<file path="src/hdl/uart_rx_defs.svh">
// Constants for the serial receiver with break transmitter
`ifndef UART_RX_DEFS_SVH
`define UART_RX_DEFS_SVH

`define PHASE_LAST 4'hf
`define PHASE_FIRST 4'h1
`define VOTE_A 4'h7
`define VOTE_B 4'h8
`define VOTE_C 4'h9
`define WORD_BITS_EIGHT 4'h8
`define WORD_BITS_NINE 4'h9
`define BREAK_ZERO_BITS 4'hd
`define RX_BUF_WORDS 5'h02
`define FIFO_DEPTH 16
`define FIFO_WIDTH 11
`define FE_POS 9
`define PE_POS 10
`define NINTH_POS 8

`endif

</file>
<file path="src/hdl/uart_rx_pkg.sv">
// Types shared by the serial receiver and transmitter
package uart_rx_pkg;
  typedef enum logic [2:0] {RX_HUNT, RX_START, RX_DATA, RX_STOP, RX_WAIT_HIGH} rx_state_t;
  typedef enum logic [2:0] {TX_IDLE, TX_START, TX_DATA, TX_BREAK, TX_STOP} tx_state_t;
endpackage

</file>
<file path="src/hdl/rx_word_fifo.sv">
// Word FIFO with a registered head entry
`timescale 1ns/1ps
module rx_word_fifo #(
  parameter int WIDTH = 11,
  parameter int DEPTH = 16
) (
  // Clock and control
  input wire logic i_sys_clk,
  input wire logic i_rst,
  input wire logic i_clk_en,
  // Fill side
  input wire logic i_in_valid,
  input wire logic [WIDTH-1:0] i_in_data,
  output logic o_in_ready,
  // Drain side
  output logic o_out_valid,
  output logic [WIDTH-1:0] o_out_data,
  input wire logic i_out_ready,
  // Fill level
  output logic [$clog2(DEPTH):0] o_count
);
  localparam int AW = $clog2(DEPTH);
  logic [WIDTH-1:0] mem [DEPTH];
  logic [AW-1:0] wr_ptr_reg;
  logic [AW-1:0] rd_ptr_reg;
  logic [AW:0] count_reg;
  logic [WIDTH-1:0] head_reg;
  logic push;
  logic pop;

  assign push = i_in_valid && o_in_ready;
  assign pop = o_out_valid && i_out_ready;
  assign o_in_ready = (count_reg != (AW+1)'(DEPTH));
  assign o_out_valid = (count_reg != '0);
  assign o_out_data = head_reg;
  assign o_count = count_reg;

  always_ff @(posedge i_sys_clk) begin
    if (i_clk_en && push) begin
      mem[wr_ptr_reg] <= i_in_data;
    end
  end

  always_ff @(posedge i_sys_clk) begin
    if (i_rst) begin
      wr_ptr_reg <= '0;
      rd_ptr_reg <= '0;
      count_reg <= '0;
    end else if (i_clk_en) begin
      if (push) wr_ptr_reg <= wr_ptr_reg + 1'b1;
      if (pop) rd_ptr_reg <= rd_ptr_reg + 1'b1;
      count_reg <= count_reg + (AW+1)'(push) - (AW+1)'(pop);
    end
  end

  // Head register always holds the oldest entry
  always_ff @(posedge i_sys_clk) begin
    if (i_rst) begin
      head_reg <= '0;
    end else if (i_clk_en) begin
      if (push && (count_reg == '0 || (count_reg == (AW+1)'(1) && pop))) begin
        head_reg <= i_in_data;
      end else if (pop && count_reg > (AW+1)'(1)) begin
        head_reg <= mem[rd_ptr_reg + 1'b1];
      end
    end
  end
endmodule // rx_word_fifo

</file>
<file path="src/hdl/uart_rx_break_tx.sv">
// Serial receiver with oversampled recovery and break-capable transmitter
`timescale 1ns/1ps
`include "uart_rx_defs.svh"
module uart_rx_break_tx (
  // Clock, reset and enable
  input wire logic i_sys_clk,
  input wire logic i_rst,
  input wire logic i_clk_en,
  // Configuration
  input wire logic i_rx_enable_bit,
  input wire logic i_word_length_select,
  input wire logic i_parity_enable_bit,
  input wire logic i_parity_type_bit,
  input wire logic i_stop_count_select,
  input wire logic [7:0] i_baud_divisor,
  input wire logic i_rx_interrupt_enable,
  input wire logic i_break_request_bit,
  // Software access strobes
  input wire logic i_status_access,
  input wire logic i_data_read,
  input wire logic i_tx_write,
  input wire logic [8:0] i_tx_data,
  // Serial pins
  input wire logic i_serial_in_pin,
  output logic o_serial_out_pin,
  // Receive data
  output logic [7:0] o_serial_data_buffer,
  output logic o_rx_ninth_bit,
  // Status flags
  output logic o_rx_data_available_flag,
  output logic o_overrun_flag,
  output logic o_noise_flag,
  output logic o_framing_error_flag,
  output logic o_parity_error_flag,
  output logic o_rx_idle_flag,
  output logic o_tx_buffer_empty_flag,
  output logic o_tx_idle_flag,
  // Interrupt requests
  output logic o_rx_irq,
  output logic o_tx_irq
);

  ////////////////////////////////////////////////////////////////////////////
  // Helpers

  function automatic logic [3:0] word_bits(input logic nine);
    word_bits = nine ? `WORD_BITS_NINE : `WORD_BITS_EIGHT;
  endfunction

  function automatic logic majority(input logic [2:0] v);
    majority = (v[0] & v[1]) | (v[0] & v[2]) | (v[1] & v[2]);
  endfunction

  function automatic logic parity_of(input logic [8:0] w, input logic [3:0] n);
    logic p;
    p = 1'b0;
    for (int i = 0; i < 9; i++) begin
      if (4'(i) < n) p = p ^ w[i];
    end
    parity_of = p;
  endfunction

  ////////////////////////////////////////////////////////////////////////////
  // Declarations

  logic [7:0] pre_cnt_reg;
  logic tick;
  logic sync1_reg;
  logic sync2_reg;
  logic [3:0] nbits;
  uart_rx_pkg::rx_state_t rx_state_reg;
  logic [3:0] rx_phase_reg;
  logic [3:0] rx_idx_reg;
  logic [8:0] rx_shift_reg;
  logic [2:0] vote_reg;
  logic frame_noise_reg;
  logic frame_err_reg;
  logic rx_idle_reg;
  logic bit_done;
  logic bit_val;
  logic bit_noisy;
  logic frame_end;
  logic fe_now;
  logic pe_now;
  logic room;
  logic push;
  logic overrun_ev;
  logic fifo_ready;
  logic fifo_valid;
  logic [`FIFO_WIDTH-1:0] fifo_head;
  logic [4:0] fifo_count;
  logic [8:0] rx_word;
  logic status_seen_reg;
  logic rd_clear;
  logic pop;
  logic overrun_reg;
  logic noise_reg;
  logic rx_irq_reg;
  logic avail_reg;
  uart_rx_pkg::tx_state_t tx_state_reg;
  logic [3:0] tx_phase_reg;
  logic [3:0] tx_idx_reg;
  logic [8:0] tx_shift_reg;
  logic [8:0] hold_reg;
  logic hold_full_reg;
  logic brk_frame_reg;
  logic [8:0] brk_cnt_reg;
  logic break_armed_reg;
  logic tx_empty_reg;
  logic tx_idle_reg;
  logic tx_irq_reg;
  logic line_reg;
  logic tx_bit_done;
  logic wr_ok;
  logic load_data;
  logic start_break;
  logic tx_frame_done;
  logic [8:0] tx_frame;

  assign nbits = word_bits(i_word_length_select);

  ////////////////////////////////////////////////////////////////////////////
  // Sample clock: sixteen ticks per bit

  assign tick = (pre_cnt_reg == i_baud_divisor);

  always_ff @(posedge i_sys_clk) begin
    if (i_rst) begin
      pre_cnt_reg <= 8'h00;
    end else if (i_clk_en) begin
      pre_cnt_reg <= tick ? 8'h00 : 8'(pre_cnt_reg + 8'h01);
    end
  end

  // Pin synchroniser
  always_ff @(posedge i_sys_clk) begin
    if (i_rst) begin
      sync1_reg <= 1'b1;
      sync2_reg <= 1'b1;
    end else if (i_clk_en) begin
      sync1_reg <= i_serial_in_pin;
      sync2_reg <= sync1_reg;
    end
  end

  ////////////////////////////////////////////////////////////////////////////
  // Receiver

  assign bit_done = tick && (rx_phase_reg == `PHASE_LAST);
  assign bit_val = majority(vote_reg);
  assign bit_noisy = (vote_reg != 3'h0) && (vote_reg != 3'h7);
  assign frame_end = (rx_state_reg == uart_rx_pkg::RX_STOP) && bit_done &&
                     (!i_stop_count_select || rx_idx_reg != 4'h0);
  assign fe_now = frame_err_reg || !bit_val;
  assign pe_now = i_parity_enable_bit &&
                  (parity_of(rx_shift_reg, nbits) != i_parity_type_bit);
  assign room = fifo_ready && (fifo_count < `RX_BUF_WORDS);
  assign push = frame_end && room;
  assign overrun_ev = frame_end && !room;
  assign rx_word = i_word_length_select ? rx_shift_reg : {1'b0, rx_shift_reg[7:0]};

  // Three samples around the bit centre
  always_ff @(posedge i_sys_clk) begin
    if (i_rst) begin
      vote_reg <= 3'h7;
    end else if (i_clk_en && tick) begin
      if (rx_phase_reg == `VOTE_A) vote_reg[0] <= sync2_reg;
      if (rx_phase_reg == `VOTE_B) vote_reg[1] <= sync2_reg;
      if (rx_phase_reg == `VOTE_C) vote_reg[2] <= sync2_reg;
    end
  end

  always_ff @(posedge i_sys_clk) begin
    if (i_rst) begin
      rx_state_reg <= uart_rx_pkg::RX_HUNT;
      rx_phase_reg <= 4'h0;
      rx_idx_reg <= 4'h0;
      rx_shift_reg <= 9'h000;
      frame_noise_reg <= 1'b0;
      frame_err_reg <= 1'b0;
    end else if (i_clk_en) begin
      if (!i_rx_enable_bit) begin
        rx_state_reg <= uart_rx_pkg::RX_HUNT;
        rx_phase_reg <= 4'h0;
      end else begin
        if (tick) rx_phase_reg <= rx_phase_reg + 4'h1;
        if (bit_done && bit_noisy) frame_noise_reg <= 1'b1;
        case (rx_state_reg)
          uart_rx_pkg::RX_HUNT: begin
            if (tick && !sync2_reg) begin
              rx_state_reg <= uart_rx_pkg::RX_START;
              rx_phase_reg <= `PHASE_FIRST;
              rx_shift_reg <= 9'h000;
              frame_noise_reg <= 1'b0;
              frame_err_reg <= 1'b0;
            end
          end
          uart_rx_pkg::RX_START: begin
            if (bit_done) begin
              rx_idx_reg <= 4'h0;
              rx_state_reg <= bit_val ? uart_rx_pkg::RX_HUNT : uart_rx_pkg::RX_DATA;
            end
          end
          uart_rx_pkg::RX_DATA: begin
            if (bit_done) begin
              rx_shift_reg[rx_idx_reg] <= bit_val;
              if (rx_idx_reg == nbits - 4'h1) begin
                rx_idx_reg <= 4'h0;
                rx_state_reg <= uart_rx_pkg::RX_STOP;
              end else begin
                rx_idx_reg <= rx_idx_reg + 4'h1;
              end
            end
          end
          uart_rx_pkg::RX_STOP: begin
            if (bit_done) begin
              frame_err_reg <= fe_now;
              rx_idx_reg <= 4'h1;
              if (frame_end) begin
                rx_state_reg <= fe_now ? uart_rx_pkg::RX_WAIT_HIGH : uart_rx_pkg::RX_HUNT;
              end
            end
          end
          uart_rx_pkg::RX_WAIT_HIGH: begin
            if (tick && sync2_reg) rx_state_reg <= uart_rx_pkg::RX_HUNT;
          end
          default: rx_state_reg <= uart_rx_pkg::RX_HUNT;
        endcase
      end
    end
  end

  // Receiver idle status
  always_ff @(posedge i_sys_clk) begin
    if (i_rst) begin
      rx_idle_reg <= 1'b1;
    end else if (i_clk_en) begin
      if (!i_rx_enable_bit || frame_end) begin
        rx_idle_reg <= 1'b1;
      end else if (rx_state_reg == uart_rx_pkg::RX_HUNT && tick && !sync2_reg) begin
        rx_idle_reg <= 1'b0;
      end else if (rx_state_reg == uart_rx_pkg::RX_START && bit_done && bit_val) begin
        rx_idle_reg <= 1'b1;
      end
    end
  end

  // Receive buffer; error bits travel with their word
  rx_word_fifo #(
    .WIDTH(`FIFO_WIDTH),
    .DEPTH(`FIFO_DEPTH)
  ) u_fifo (
    .i_sys_clk(i_sys_clk),
    .i_rst(i_rst),
    .i_clk_en(i_clk_en),
    .i_in_valid(push),
    .i_in_data({pe_now, fe_now, rx_word}),
    .o_in_ready(fifo_ready),
    .o_out_valid(fifo_valid),
    .o_out_data(fifo_head),
    .i_out_ready(pop),
    .o_count(fifo_count)
  );

  ////////////////////////////////////////////////////////////////////////////
  // Software access sequence and receive flags

  assign rd_clear = i_data_read && status_seen_reg;
  assign pop = i_data_read && fifo_valid;
  assign wr_ok = i_tx_write && status_seen_reg && tx_empty_reg;

  always_ff @(posedge i_sys_clk) begin
    if (i_rst) begin
      status_seen_reg <= 1'b0;
    end else if (i_clk_en) begin
      if (i_status_access) status_seen_reg <= 1'b1;
      else if (i_data_read || i_tx_write) status_seen_reg <= 1'b0;
    end
  end

  // Sticky flags; a new event wins over a clear
  always_ff @(posedge i_sys_clk) begin
    if (i_rst) begin
      overrun_reg <= 1'b0;
      noise_reg <= 1'b0;
    end else if (i_clk_en) begin
      if (overrun_ev) overrun_reg <= 1'b1;
      else if (rd_clear) overrun_reg <= 1'b0;
      if (push && (frame_noise_reg || bit_noisy)) noise_reg <= 1'b1;
      else if (rd_clear) noise_reg <= 1'b0;
    end
  end

  always_ff @(posedge i_sys_clk) begin
    if (i_rst) begin
      rx_irq_reg <= 1'b0;
    end else if (i_clk_en) begin
      rx_irq_reg <= i_rx_interrupt_enable && (push || overrun_ev);
    end
  end

  // Data available follows the buffer's next fill level
  always_ff @(posedge i_sys_clk) begin
    if (i_rst) avail_reg <= 1'b0;
    else if (i_clk_en) avail_reg <= push || (fifo_count > 5'h01) || (fifo_valid && !pop);
  end

  ////////////////////////////////////////////////////////////////////////////
  // Transmitter

  assign tx_bit_done = tick && (tx_phase_reg == `PHASE_LAST);
  assign start_break = (tx_state_reg == uart_rx_pkg::TX_IDLE) && break_armed_reg;
  assign load_data = (tx_state_reg == uart_rx_pkg::TX_IDLE) && !break_armed_reg &&
                     hold_full_reg;
  assign tx_frame_done = (tx_state_reg == uart_rx_pkg::TX_STOP) && tx_bit_done &&
                         (!i_stop_count_select || tx_idx_reg != 4'h0);

  always_comb begin
    tx_frame = hold_reg;
    if (i_parity_enable_bit) begin
      tx_frame[nbits - 4'h1] = parity_of(hold_reg, nbits - 4'h1) ^ i_parity_type_bit;
    end
  end

  // Holding register between software and shifter
  always_ff @(posedge i_sys_clk) begin
    if (i_rst) begin
      hold_reg <= 9'h000;
      hold_full_reg <= 1'b0;
    end else if (i_clk_en) begin
      if (wr_ok) begin
        hold_reg <= i_tx_data;
        hold_full_reg <= 1'b1;
      end else if (load_data) begin
        hold_full_reg <= 1'b0;
      end
    end
  end

  // Break request must be held while idle before it arms
  always_ff @(posedge i_sys_clk) begin
    if (i_rst) begin
      brk_cnt_reg <= 9'h000;
      break_armed_reg <= 1'b0;
    end else if (i_clk_en) begin
      if (!i_break_request_bit || !tx_idle_reg || start_break) begin
        brk_cnt_reg <= 9'h000;
      end else if (brk_cnt_reg <= {1'b0, i_baud_divisor} + 9'h001) begin
        brk_cnt_reg <= brk_cnt_reg + 9'h001;
      end
      if (start_break) begin
        break_armed_reg <= 1'b0;
      end else if (brk_cnt_reg > {1'b0, i_baud_divisor} + 9'h001) begin
        break_armed_reg <= 1'b1;
      end
    end
  end

  always_ff @(posedge i_sys_clk) begin
    if (i_rst) begin
      tx_state_reg <= uart_rx_pkg::TX_IDLE;
      tx_phase_reg <= 4'h0;
      tx_idx_reg <= 4'h0;
      tx_shift_reg <= 9'h000;
      brk_frame_reg <= 1'b0;
    end else if (i_clk_en) begin
      if (tick) tx_phase_reg <= tx_phase_reg + 4'h1;
      case (tx_state_reg)
        uart_rx_pkg::TX_IDLE: begin
          tx_phase_reg <= 4'h0;
          if (start_break || load_data) begin
            tx_state_reg <= uart_rx_pkg::TX_START;
            brk_frame_reg <= start_break;
            tx_shift_reg <= tx_frame;
          end
        end
        uart_rx_pkg::TX_START: begin
          if (tx_bit_done) begin
            tx_idx_reg <= 4'h0;
            tx_state_reg <= brk_frame_reg ? uart_rx_pkg::TX_BREAK : uart_rx_pkg::TX_DATA;
          end
        end
        uart_rx_pkg::TX_DATA: begin
          if (tx_bit_done) begin
            if (tx_idx_reg == nbits - 4'h1) begin
              tx_idx_reg <= 4'h0;
              tx_state_reg <= uart_rx_pkg::TX_STOP;
            end else begin
              tx_idx_reg <= tx_idx_reg + 4'h1;
            end
          end
        end
        uart_rx_pkg::TX_BREAK: begin
          if (tx_bit_done) begin
            if (tx_idx_reg == `BREAK_ZERO_BITS - 4'h1) begin
              tx_idx_reg <= 4'h0;
              tx_state_reg <= uart_rx_pkg::TX_STOP;
            end else begin
              tx_idx_reg <= tx_idx_reg + 4'h1;
            end
          end
        end
        uart_rx_pkg::TX_STOP: begin
          if (tx_frame_done) tx_state_reg <= uart_rx_pkg::TX_IDLE;
          else if (tx_bit_done) tx_idx_reg <= 4'h1;
        end
        default: tx_state_reg <= uart_rx_pkg::TX_IDLE;
      endcase
    end
  end

  // Line level follows the transmit state
  always_ff @(posedge i_sys_clk) begin
    if (i_rst) begin
      line_reg <= 1'b1;
    end else if (i_clk_en) begin
      case (tx_state_reg)
        uart_rx_pkg::TX_START: line_reg <= 1'b0;
        uart_rx_pkg::TX_BREAK: line_reg <= 1'b0;
        uart_rx_pkg::TX_DATA: line_reg <= tx_shift_reg[tx_idx_reg];
        default: line_reg <= 1'b1;
      endcase
    end
  end

  // Transmit flags; hardware set wins over software clear
  always_ff @(posedge i_sys_clk) begin
    if (i_rst) begin
      tx_empty_reg <= 1'b1;
      tx_idle_reg <= 1'b1;
      tx_irq_reg <= 1'b0;
    end else if (i_clk_en) begin
      if (load_data) tx_empty_reg <= 1'b1;
      else if (wr_ok) tx_empty_reg <= 1'b0;
      if (tx_frame_done) tx_idle_reg <= 1'b1;
      else if (wr_ok || start_break) tx_idle_reg <= 1'b0;
      tx_irq_reg <= load_data;
    end
  end

  ////////////////////////////////////////////////////////////////////////////
  // Outputs

  assign o_serial_out_pin = line_reg;
  assign o_serial_data_buffer = fifo_head[7:0];
  assign o_rx_ninth_bit = fifo_head[`NINTH_POS];
  assign o_rx_data_available_flag = avail_reg;
  assign o_overrun_flag = overrun_reg;
  assign o_noise_flag = noise_reg;
  assign o_framing_error_flag = fifo_head[`FE_POS];
  assign o_parity_error_flag = fifo_head[`PE_POS];
  assign o_rx_idle_flag = rx_idle_reg;
  assign o_tx_buffer_empty_flag = tx_empty_reg;
  assign o_tx_idle_flag = tx_idle_reg;
  assign o_rx_irq = rx_irq_reg;
  assign o_tx_irq = tx_irq_reg;

endmodule // uart_rx_break_tx

</file>
<file path="config.mk">
export PLATFORM = sky130hd
export DESIGN_NAME = uart_rx_break_tx
export DESIGN_NICKNAME = d
export VERILOG_FILES = /design/src/hdl/uart_rx_pkg.sv /design/src/hdl/rx_word_fifo.sv /design/src/hdl/uart_rx_break_tx.sv
export VERILOG_INCLUDE_DIRS = /design/src /design/src/hdl
export SDC_FILE = /design/constraint.sdc
export NUM_CORES = 1
export LEC_CHECK = 0
export ABC_AREA = 1
export ABC_CLOCK_PERIOD_IN_PS = 4100
export BUFFER_PORTS_ARGS = -buffer_cell sky130_fd_sc_hd__buf_2
export CAP_MARGIN = 20
export CORE_MARGIN = 8
export CORE_UTILIZATION = 35
export CTS_BUF_LIST = sky130_fd_sc_hd__clkbuf_4 sky130_fd_sc_hd__clkbuf_8
export DETAILED_ROUTE_END_ITERATION = 6
export PLACE_DENSITY = 0.52
export SLEW_MARGIN = 20
export SYNTH_ARGS = -nofsm -noshare
export SYNTH_HDL_FRONTEND = slang
export SYNTH_SLANG_ARGS = --single-unit
</file>
<file path="constraint.sdc">
create_clock -name i_sys_clk -period 4.1 [get_ports i_sys_clk]
set_clock_uncertainty 0.05 [all_clocks]
set_input_delay 0.41 -clock i_sys_clk [delete_from_list [all_inputs] [get_ports i_sys_clk]]
set_output_delay 0.41 -clock i_sys_clk [all_outputs]
set_load 0.1 [all_outputs]
</file>
==> results_dict.tcl, run 1 <==
set metrics [dict create \
    post-route-period-util_pct 71.09 \
    n_antenna_cell 0 \
    grt_antenna_before_repair 1 \
    cts_made_buffers 49 \
    finalSetupViolCount 0 \
    finalHoldViolCount 0 \
    gr-total-overflow 0 \
    largest-register "u_fifo.mem" \
    port_buffers 50 \
    reg2regPathDepth 12 \
    slowest_delay_ps 670 \
    die_y_um 211.6 \
    nFillCells 3824 \
    cts_htree_levels 2 \
    hold-path-endpoint "hold_reg[5]" \
    dpl.hpwl_mm 22.95 \
    rr_startpoint "pre_cnt_reg[0]" \
    tns_ps 0 \
    fin_cells 2125 \
    fin_nets 1643 \
    r2r_end "u_fifo.mem[12][10]" \
    drive_above_1_share_pct 11.15 \
    synth_ff_type "edfxtp_1" \
    whs_path_depth 3 \
    numPlacedInstances 2029 \
    vias 10440 \
    dieArea_um2 44780 \
    numClockSinks 286 \
    crit_buf_inv 1 \
    start_kind "register" \
    rrSetupSlack_ps 1190 \
    place_congestion 0.8276 \
    crit_type "reg2reg" \
    die_w_um 211.6 \
    powerDensity_nw_per_um2 441.8 \
    ys_seq_area_share_pct 55.91 \
    cp-end-kind "register" \
    syn_area_per_cell_um2 8.934 \
    hold_start "i_tx_data[5]" \
    status "finished clean" \
    hp-class "in2reg" \
    grt_pass1_vias 9970 \
    ir_worst_vdd_mv 0.2958 \
    leakage_nw 5.971 \
    drt_pre_antenna_iters 5 \
    largest_register_ffs 176 \
    netlist_area_um2 13390 \
    multiInputGateArea_um2 5189 \
    cts_tree "yes" \
    worstPathCellList "inv_1 > nand2_1 > nand2_1 > a21oi_1 > nand2_1 > nor2_4 > nand3_1 > nor2_1 > nand3_1 > nor3_4 > nand2_1 > nor2_1" \
    core_um2 37670 \
    cap_viol_max_count 0 \
    root_buffer "clkbuf_8" \
    synth_edf_count 176 \
    grt_max_degree 64 \
    synth_fp_nets 1567 \
    worstPathRequired_ps 4250 \
    grtUsageTotal_pct 15.53 \
    slew_violations 0 \
    area_growth_syn_to_layout_pct 14.39 \
    fp-row-count 71 \
    max_slew.worst_pin.slew_ps 939.4 \
    clk_pin_slew_worst_paths_ps 60 \
    drc 0 \
    post_drt_wl_per_cell_um 16.42 \
    timing.fmax_mhz 343.1 \
    period_minus_slack_ps 2915 \
    synth_seq_cells 286 \
    via_per_inst 4.912 \
    cp_max_fo 11 \
    register_area_um2 7488 \
    worstPathArrival_ps 3070 \
    grt_pass1_wl_mm 55.26 \
    yosys.cell_types.count 46 \
    cp_common_cell "nand2_1" \
    cts.path.max_buffers 3 \
    relSlewSlack_pct 37.14 \
    grt_setup_unrepaired "false" \
    ant_nets 0 \
    async_reset_ff_share_pct 0 \
    ios 51 \
    crit_family "simple AND/OR/NAND/NOR gates" \
    drt-initial-drc-count 633 \
    cts_resized 0 \
    synthCells 1499 \
    initial_core_util_pct 35.55 \
    clk_latency_ps 600 \
    crit_slowest_cell "nor2_1" \
    power.total_w 0.006768 \
    ys_warn_count 0 \
    wl_mm 34.90 \
]
==> logic make-up after synthesis <==
logic type | synth area share (%)
XOR/XNOR | 2.420
flip-flops | 55.91
AND/OR/NAND/NOR | 19.55
buffers and inverters | 5.400
adder cells (fa/ha/maj) | 3.513
AO/OA/AOI/OAI | 13.21
==> synth_stat cells, types with 22 or more instances <==
master    instances  area, um^2
ha_1             36       450.4
nand2_1         234       878.3
o21ai_0         160       800.8
edfxtp_1        176        5285
dfxtp_1         110        2202
inv_1           121       454.2
clkbuf_1         46       172.7
xor2_1           22       192.7
a21oi_1          62       310.3
nand3_1          60       300.3
nor2_1          281        1055
o22ai_1          66       412.9
nand4_1          27       168.9
==> what timing repair did <==
item	4_1_cts	5_1_grt
endpoints found under the hold margin	6	0
hold buffers	6	0
setup buffers	0	0
==> layout make-up <==
type	instances	area share, %
sequential	286	48.89
inverter	129	3.169
timing repair buffer	84	3.561
clock buffer	74	5.832
clock inverter	16	0.5064
tap	511	4.174
multi-input combinational	1025	33.87
==> cells in the final DEF (no fill, tap or decap), types with 2 or more instances in the layout <==
cell           synthesis  final
nor2_1               281    281
nand2_1              234    234
edfxtp_1             176    176
o21ai_0              160    160
inv_1                121    121
dfxtp_1              110    109
o22ai_1               66     66
a21oi_1               62     62
nand3_1               60     60
clkbuf_8               0     54
buf_2                  8     50
ha_1                  36     36
nand4_1               27     27
buf_4                  0     26
xor2_1                22     22
clkbuf_4               0     20
xnor2_1               15     14
clkinv_1               4     13
o21bai_1              12     12
nor3_1                11     11
dlygate4sd3_1          0      6
clkinv_2               0      5
inv_2                  4      4
nand2_2                4      4
a211oi_1               3      3
a21boi_0               2      2
nor2_4                 2      2
nor2_2                 2      2
nor3b_1                2      2
o211ai_1               2      2
nand3b_1               2      2
o21a_1                 2      2
a22oi_1                2      2
and3_1                 2      2
buf_12                 0      2
==> metrics by stage <==
stage | area (um^2) | worst slack, ps | util (%) | hold WS, ps
finish | 15320 | 1185 | 40.67 | 40.73
global route | 15320 | 844.1 | 40.67 | 29.83
CTS | 15320 | 1150 | 40.67 | 3.721
detailed placement | 14290 | 987.5 | 37.93 | 398.6
global placement | 14290 | 1067 | 37.93 | 392.3
floorplan | 13390 | 1493 | - | 379.2
==> tightest hold or removal path, delay by kind of cell <==
kind	cells	cell delay (ps)
AO/OA/AOI/OAI	1	70
AND/OR/NAND/NOR	1	80
buffers and inverters	1	70
==> layer usage <==
metal / vias up / GRT usage [%] / part of all wire, %
met3: 59 / 3.002 / 5.4
met4: 2 / 4.433 / 2.2
met5: - / 0 / 0.029
li1: 5277 / - / -
met2: 224 / 25.17 / 45
met1: 4876 / 20.91 / 47
==> how the worst max path moves through the flow <==
stage                                 start            endpoint  slack, ps  depth (start not counted)
final                        pre_cnt_reg[0]  u_fifo.mem[12][10]       1190                         12
after global placement    i_baud_divisor[0]      brk_cnt_reg[6]       1070                         17
after detailed placement  i_baud_divisor[5]   u_fifo.mem[12][1]        990                         14
after floorplan           i_baud_divisor[0]      brk_cnt_reg[6]       1490                         16
after CTS                    pre_cnt_reg[0]  u_fifo.mem[12][10]       1150                         12
after global routing         pre_cnt_reg[3]  u_fifo.mem[12][10]        840                         12
==> where the power goes <==
part | internal, W | switching [W]
sequential | 0.00308 | 0.0000517
clock | 0.00139 | 0.00117
combinational | 0.000316 | 0.000758
Note: power is estimated with default switching activity, not from simulation.
==> run 2, diff against run 1 <==
--- a/config.mk
+++ b/config.mk
@@ -7,14 +7,14 @@
 export NUM_CORES = 1
 export LEC_CHECK = 0
 export ABC_AREA = 1
-export ABC_CLOCK_PERIOD_IN_PS = 4100
+export ABC_CLOCK_PERIOD_IN_PS = 2400
 export BUFFER_PORTS_ARGS = -buffer_cell sky130_fd_sc_hd__buf_2
 export CAP_MARGIN = 20
 export CORE_MARGIN = 8
 export CORE_UTILIZATION = 35
 export CTS_BUF_LIST = sky130_fd_sc_hd__clkbuf_4 sky130_fd_sc_hd__clkbuf_8
 export DETAILED_ROUTE_END_ITERATION = 6
-export PLACE_DENSITY = 0.52
+export PLACE_DENSITY = 0.54
 export SLEW_MARGIN = 20
 export SYNTH_ARGS = -nofsm -noshare
 export SYNTH_HDL_FRONTEND = slang
==> constraint.sdc (replaced) <==
create_clock -name i_sys_clk -period 2.4 [get_ports i_sys_clk]
set_clock_uncertainty 0.05 [all_clocks]
set_input_delay 0.24 -clock i_sys_clk [delete_from_list [all_inputs] [get_ports i_sys_clk]]
set_output_delay 0.24 -clock i_sys_clk [all_outputs]
set_load 0.1 [all_outputs]
==> run 2 against run 1 <==
Sequential share of layout area decreased by 4.2 points; critical endpoint is now u_fifo.mem[8][8]; sequential cell count unchanged; sequential power increased by 70%; setup slack got worse by 1100 ps; cell count increased by 5.9%; total power increased by 82%; clock power increased by 91%; global-route usage increased by 0.27 points; first-iteration DRC count increased by 8.5%; combinational power increased by 95%; die area unchanged; critical path depth decreased by 1.
==> results_dict.tcl, run 2 (synthesized netlist as in run 1, its figures left out) <==
set metrics [dict create \
    status "finished clean" \
    die_w_um 211.6 \
    grt_pass1_wl_mm 56.75 \
    cap_viol_max_count 0 \
    grt_antenna_before_repair 0 \
    finalSetupViolCount 0 \
    area_growth_syn_to_layout_pct 25.24 \
    pwr-share-comb_pct 17.0 \
    drive_above_1_share_pct 20.24 \
    worstPathCellList "inv_2 > buf_4 > ha_1 > a21boi_2 > nand2_2 > buf_4 > nor3_4 > buf_6 > nand2_2 > nor2_2 > buf_4" \
    final_cell_mix "266 x nor2_1, 221 x nand2_1, 176 x edfxtp_1" \
    numClockSinks 286 \
    cp_max_fo 5 \
    relSlewSlack_pct 61.29 \
    cp-end-kind "register" \
    ir_worst_vdd_mv 0.4678 \
    start_kind "register" \
    cp_common_cell "buf_4" \
    via_per_inst 4.838 \
    period_minus_slack_ps 2291 \
    timing.fmax_mhz 436.5 \
    seqPwrFrac_pct 43.2 \
    gr-total-overflow 0 \
    cts.path.max_buffers 3 \
    slew_violations 0 \
    hp-class "in2reg" \
    post_drt_wl_per_cell_um 16.14 \
    dpl.hpwl_mm 24.04 \
    grtUsageTotal_pct 15.80 \
    switching_power_w 0.003532 \
    vias 10890 \
    drt-initial-drc-count 687 \
    p_sw_share_pct 28.65 \
    crit_slowest_cell "dfxtp_1" \
    fin_cells 2250 \
    cts_tree "yes" \
    worstPathRequired_ps 2650 \
    clk_pin_slew_worst_paths_ps 60 \
    slowest_delay_ps 320 \
    post-route-period-util_pct 95.46 \
    whs_ps 45.21 \
    layout_commonest_cell "nor2_1" \
    leakage_nw 6.796 \
    die_y_um 211.6 \
    worstPathArrival_ps 2540 \
    powerDensity_nw_per_um2 735.1 \
    grt_pass1_vias 10510 \
    cts_made_buffers 50 \
    drt_pre_antenna_iters 5 \
    tns_ps 0 \
    place_congestion 0.8251 \
    fin_nets 1767 \
    clk_latency_ps 600 \
    max_slew.worst_pin.slew_ps 578.9 \
    finalHoldViolCount 0 \
    numPlacedInstances 2127 \
    core_um2 37670 \
    dieArea_um2 44780 \
    initial_core_util_pct 35.55 \
    fp-row-count 71 \
    fin_area_um2 16770 \
    n_antenna_cell 0 \
    p_int_w 0.008797 \
    ant_nets 0 \
    cts_htree_levels 2 \
    drc 0 \
    place_area_um2 15110 \
    largest-register "u_fifo.mem" \
    grt_max_degree 61 \
    wl_mm 36.32 \
    crit_type "reg2reg" \
    grt_setup_unrepaired "true" \
    ios 51 \
    root_buffer "clkbuf_8" \
    clockPowerShare_pct 39.8 \
    port_buffers 50 \
    largest_register_ffs 176 \
]
[run 2: cell count changes in the layout (fill, tap and decap cells not counted), moves of 12 or more]
cell / change
nor2_1: -15
buf_6: +18
nand2_1: -13
dlygate4sd3_1: +12
buf_4: +86
[run 2: stage by stage]
| stage | power [W] | worst slack [ps] | util (%) |
|---|---|---|---|
| 6_report | 0.01233 | 109.1 | 44.53 |
| 5_1_grt | 0.01287 | -40.03 | 44.53 |
| 4_1_cts | 0.01240 | 4.225 | 43.73 |
| 3_5_place_dp | 0.007444 | -209.1 | 40.11 |
| 3_3_place_gp | 0.007434 | -137.9 | 40.11 |
| 2_1_floorplan | 0.006746 | -39.51 | - |
[run 2: cell type report]
cell class,count,area [um^2]
inverter,129,484.2
fill,3703,20890
timing repair buffer,207,1639
multi-input combinational,1025,5415
clock buffer,70,888.4
clock inverter,22,205.2
tap,511,639.4
sequential,286,7501
[run 2: power by group through the flow]
stage,clock network [W],logic [W],registers [W]
finish,0.00491,0.00209,0.00533
global route,0.00521,0.00232,0.00534
CTS,0.00503,0.00205,0.00533
detailed placement,0,0.00201,0.00543
global placement,0,0.00200,0.00543
floorplan,0,0.00112,0.00562
[run 2: routing by layer]
metal	up-vias	GRT usage, %	part of all wire [%]	wire length, um
met5	-	0	0	0
met4	0	4.673	2.5	890
met3	61	2.677	4.7	1700
met1	5069	21.42	47	16920
met2	234	25.63	46	16810
li1	5521	-	-	-
[run 2: worst paths after layout]
kind / start / endpoint / slack [ps] / cells after the start
worst min-delay path: i_clk_en / o_tx_irq / 50 / 4
worst min register to register: sync1_reg / sync1_reg / 410 / 2
worst max-delay path: u_fifo.o_count[3] / u_fifo.mem[8][8] / 110 / 11
worst max register to register: u_fifo.o_count[3] / u_fifo.mem[8][8] / 110 / 11
[run 2: worst max-delay path, delay by kind of cell (launching register included)]
family                     cells  cell delay [ps]
adders and majority gates      1              210
and+or+nand+nor                4              540
AOI/OAI and AO/OA              1              170
DFF                            1              320
buffers and inverters          5              690
[run 2: timing repair]
item                                    4_1_cts  5_1_grt
endpoints found under the setup margin      180      201
hold buffers                                 18        0
pin swaps                                     6       21
endpoints found under the hold margin        23        0
gates cloned                                  0        8
setup buffers                                 3        2
gates resized for setup                      22       83
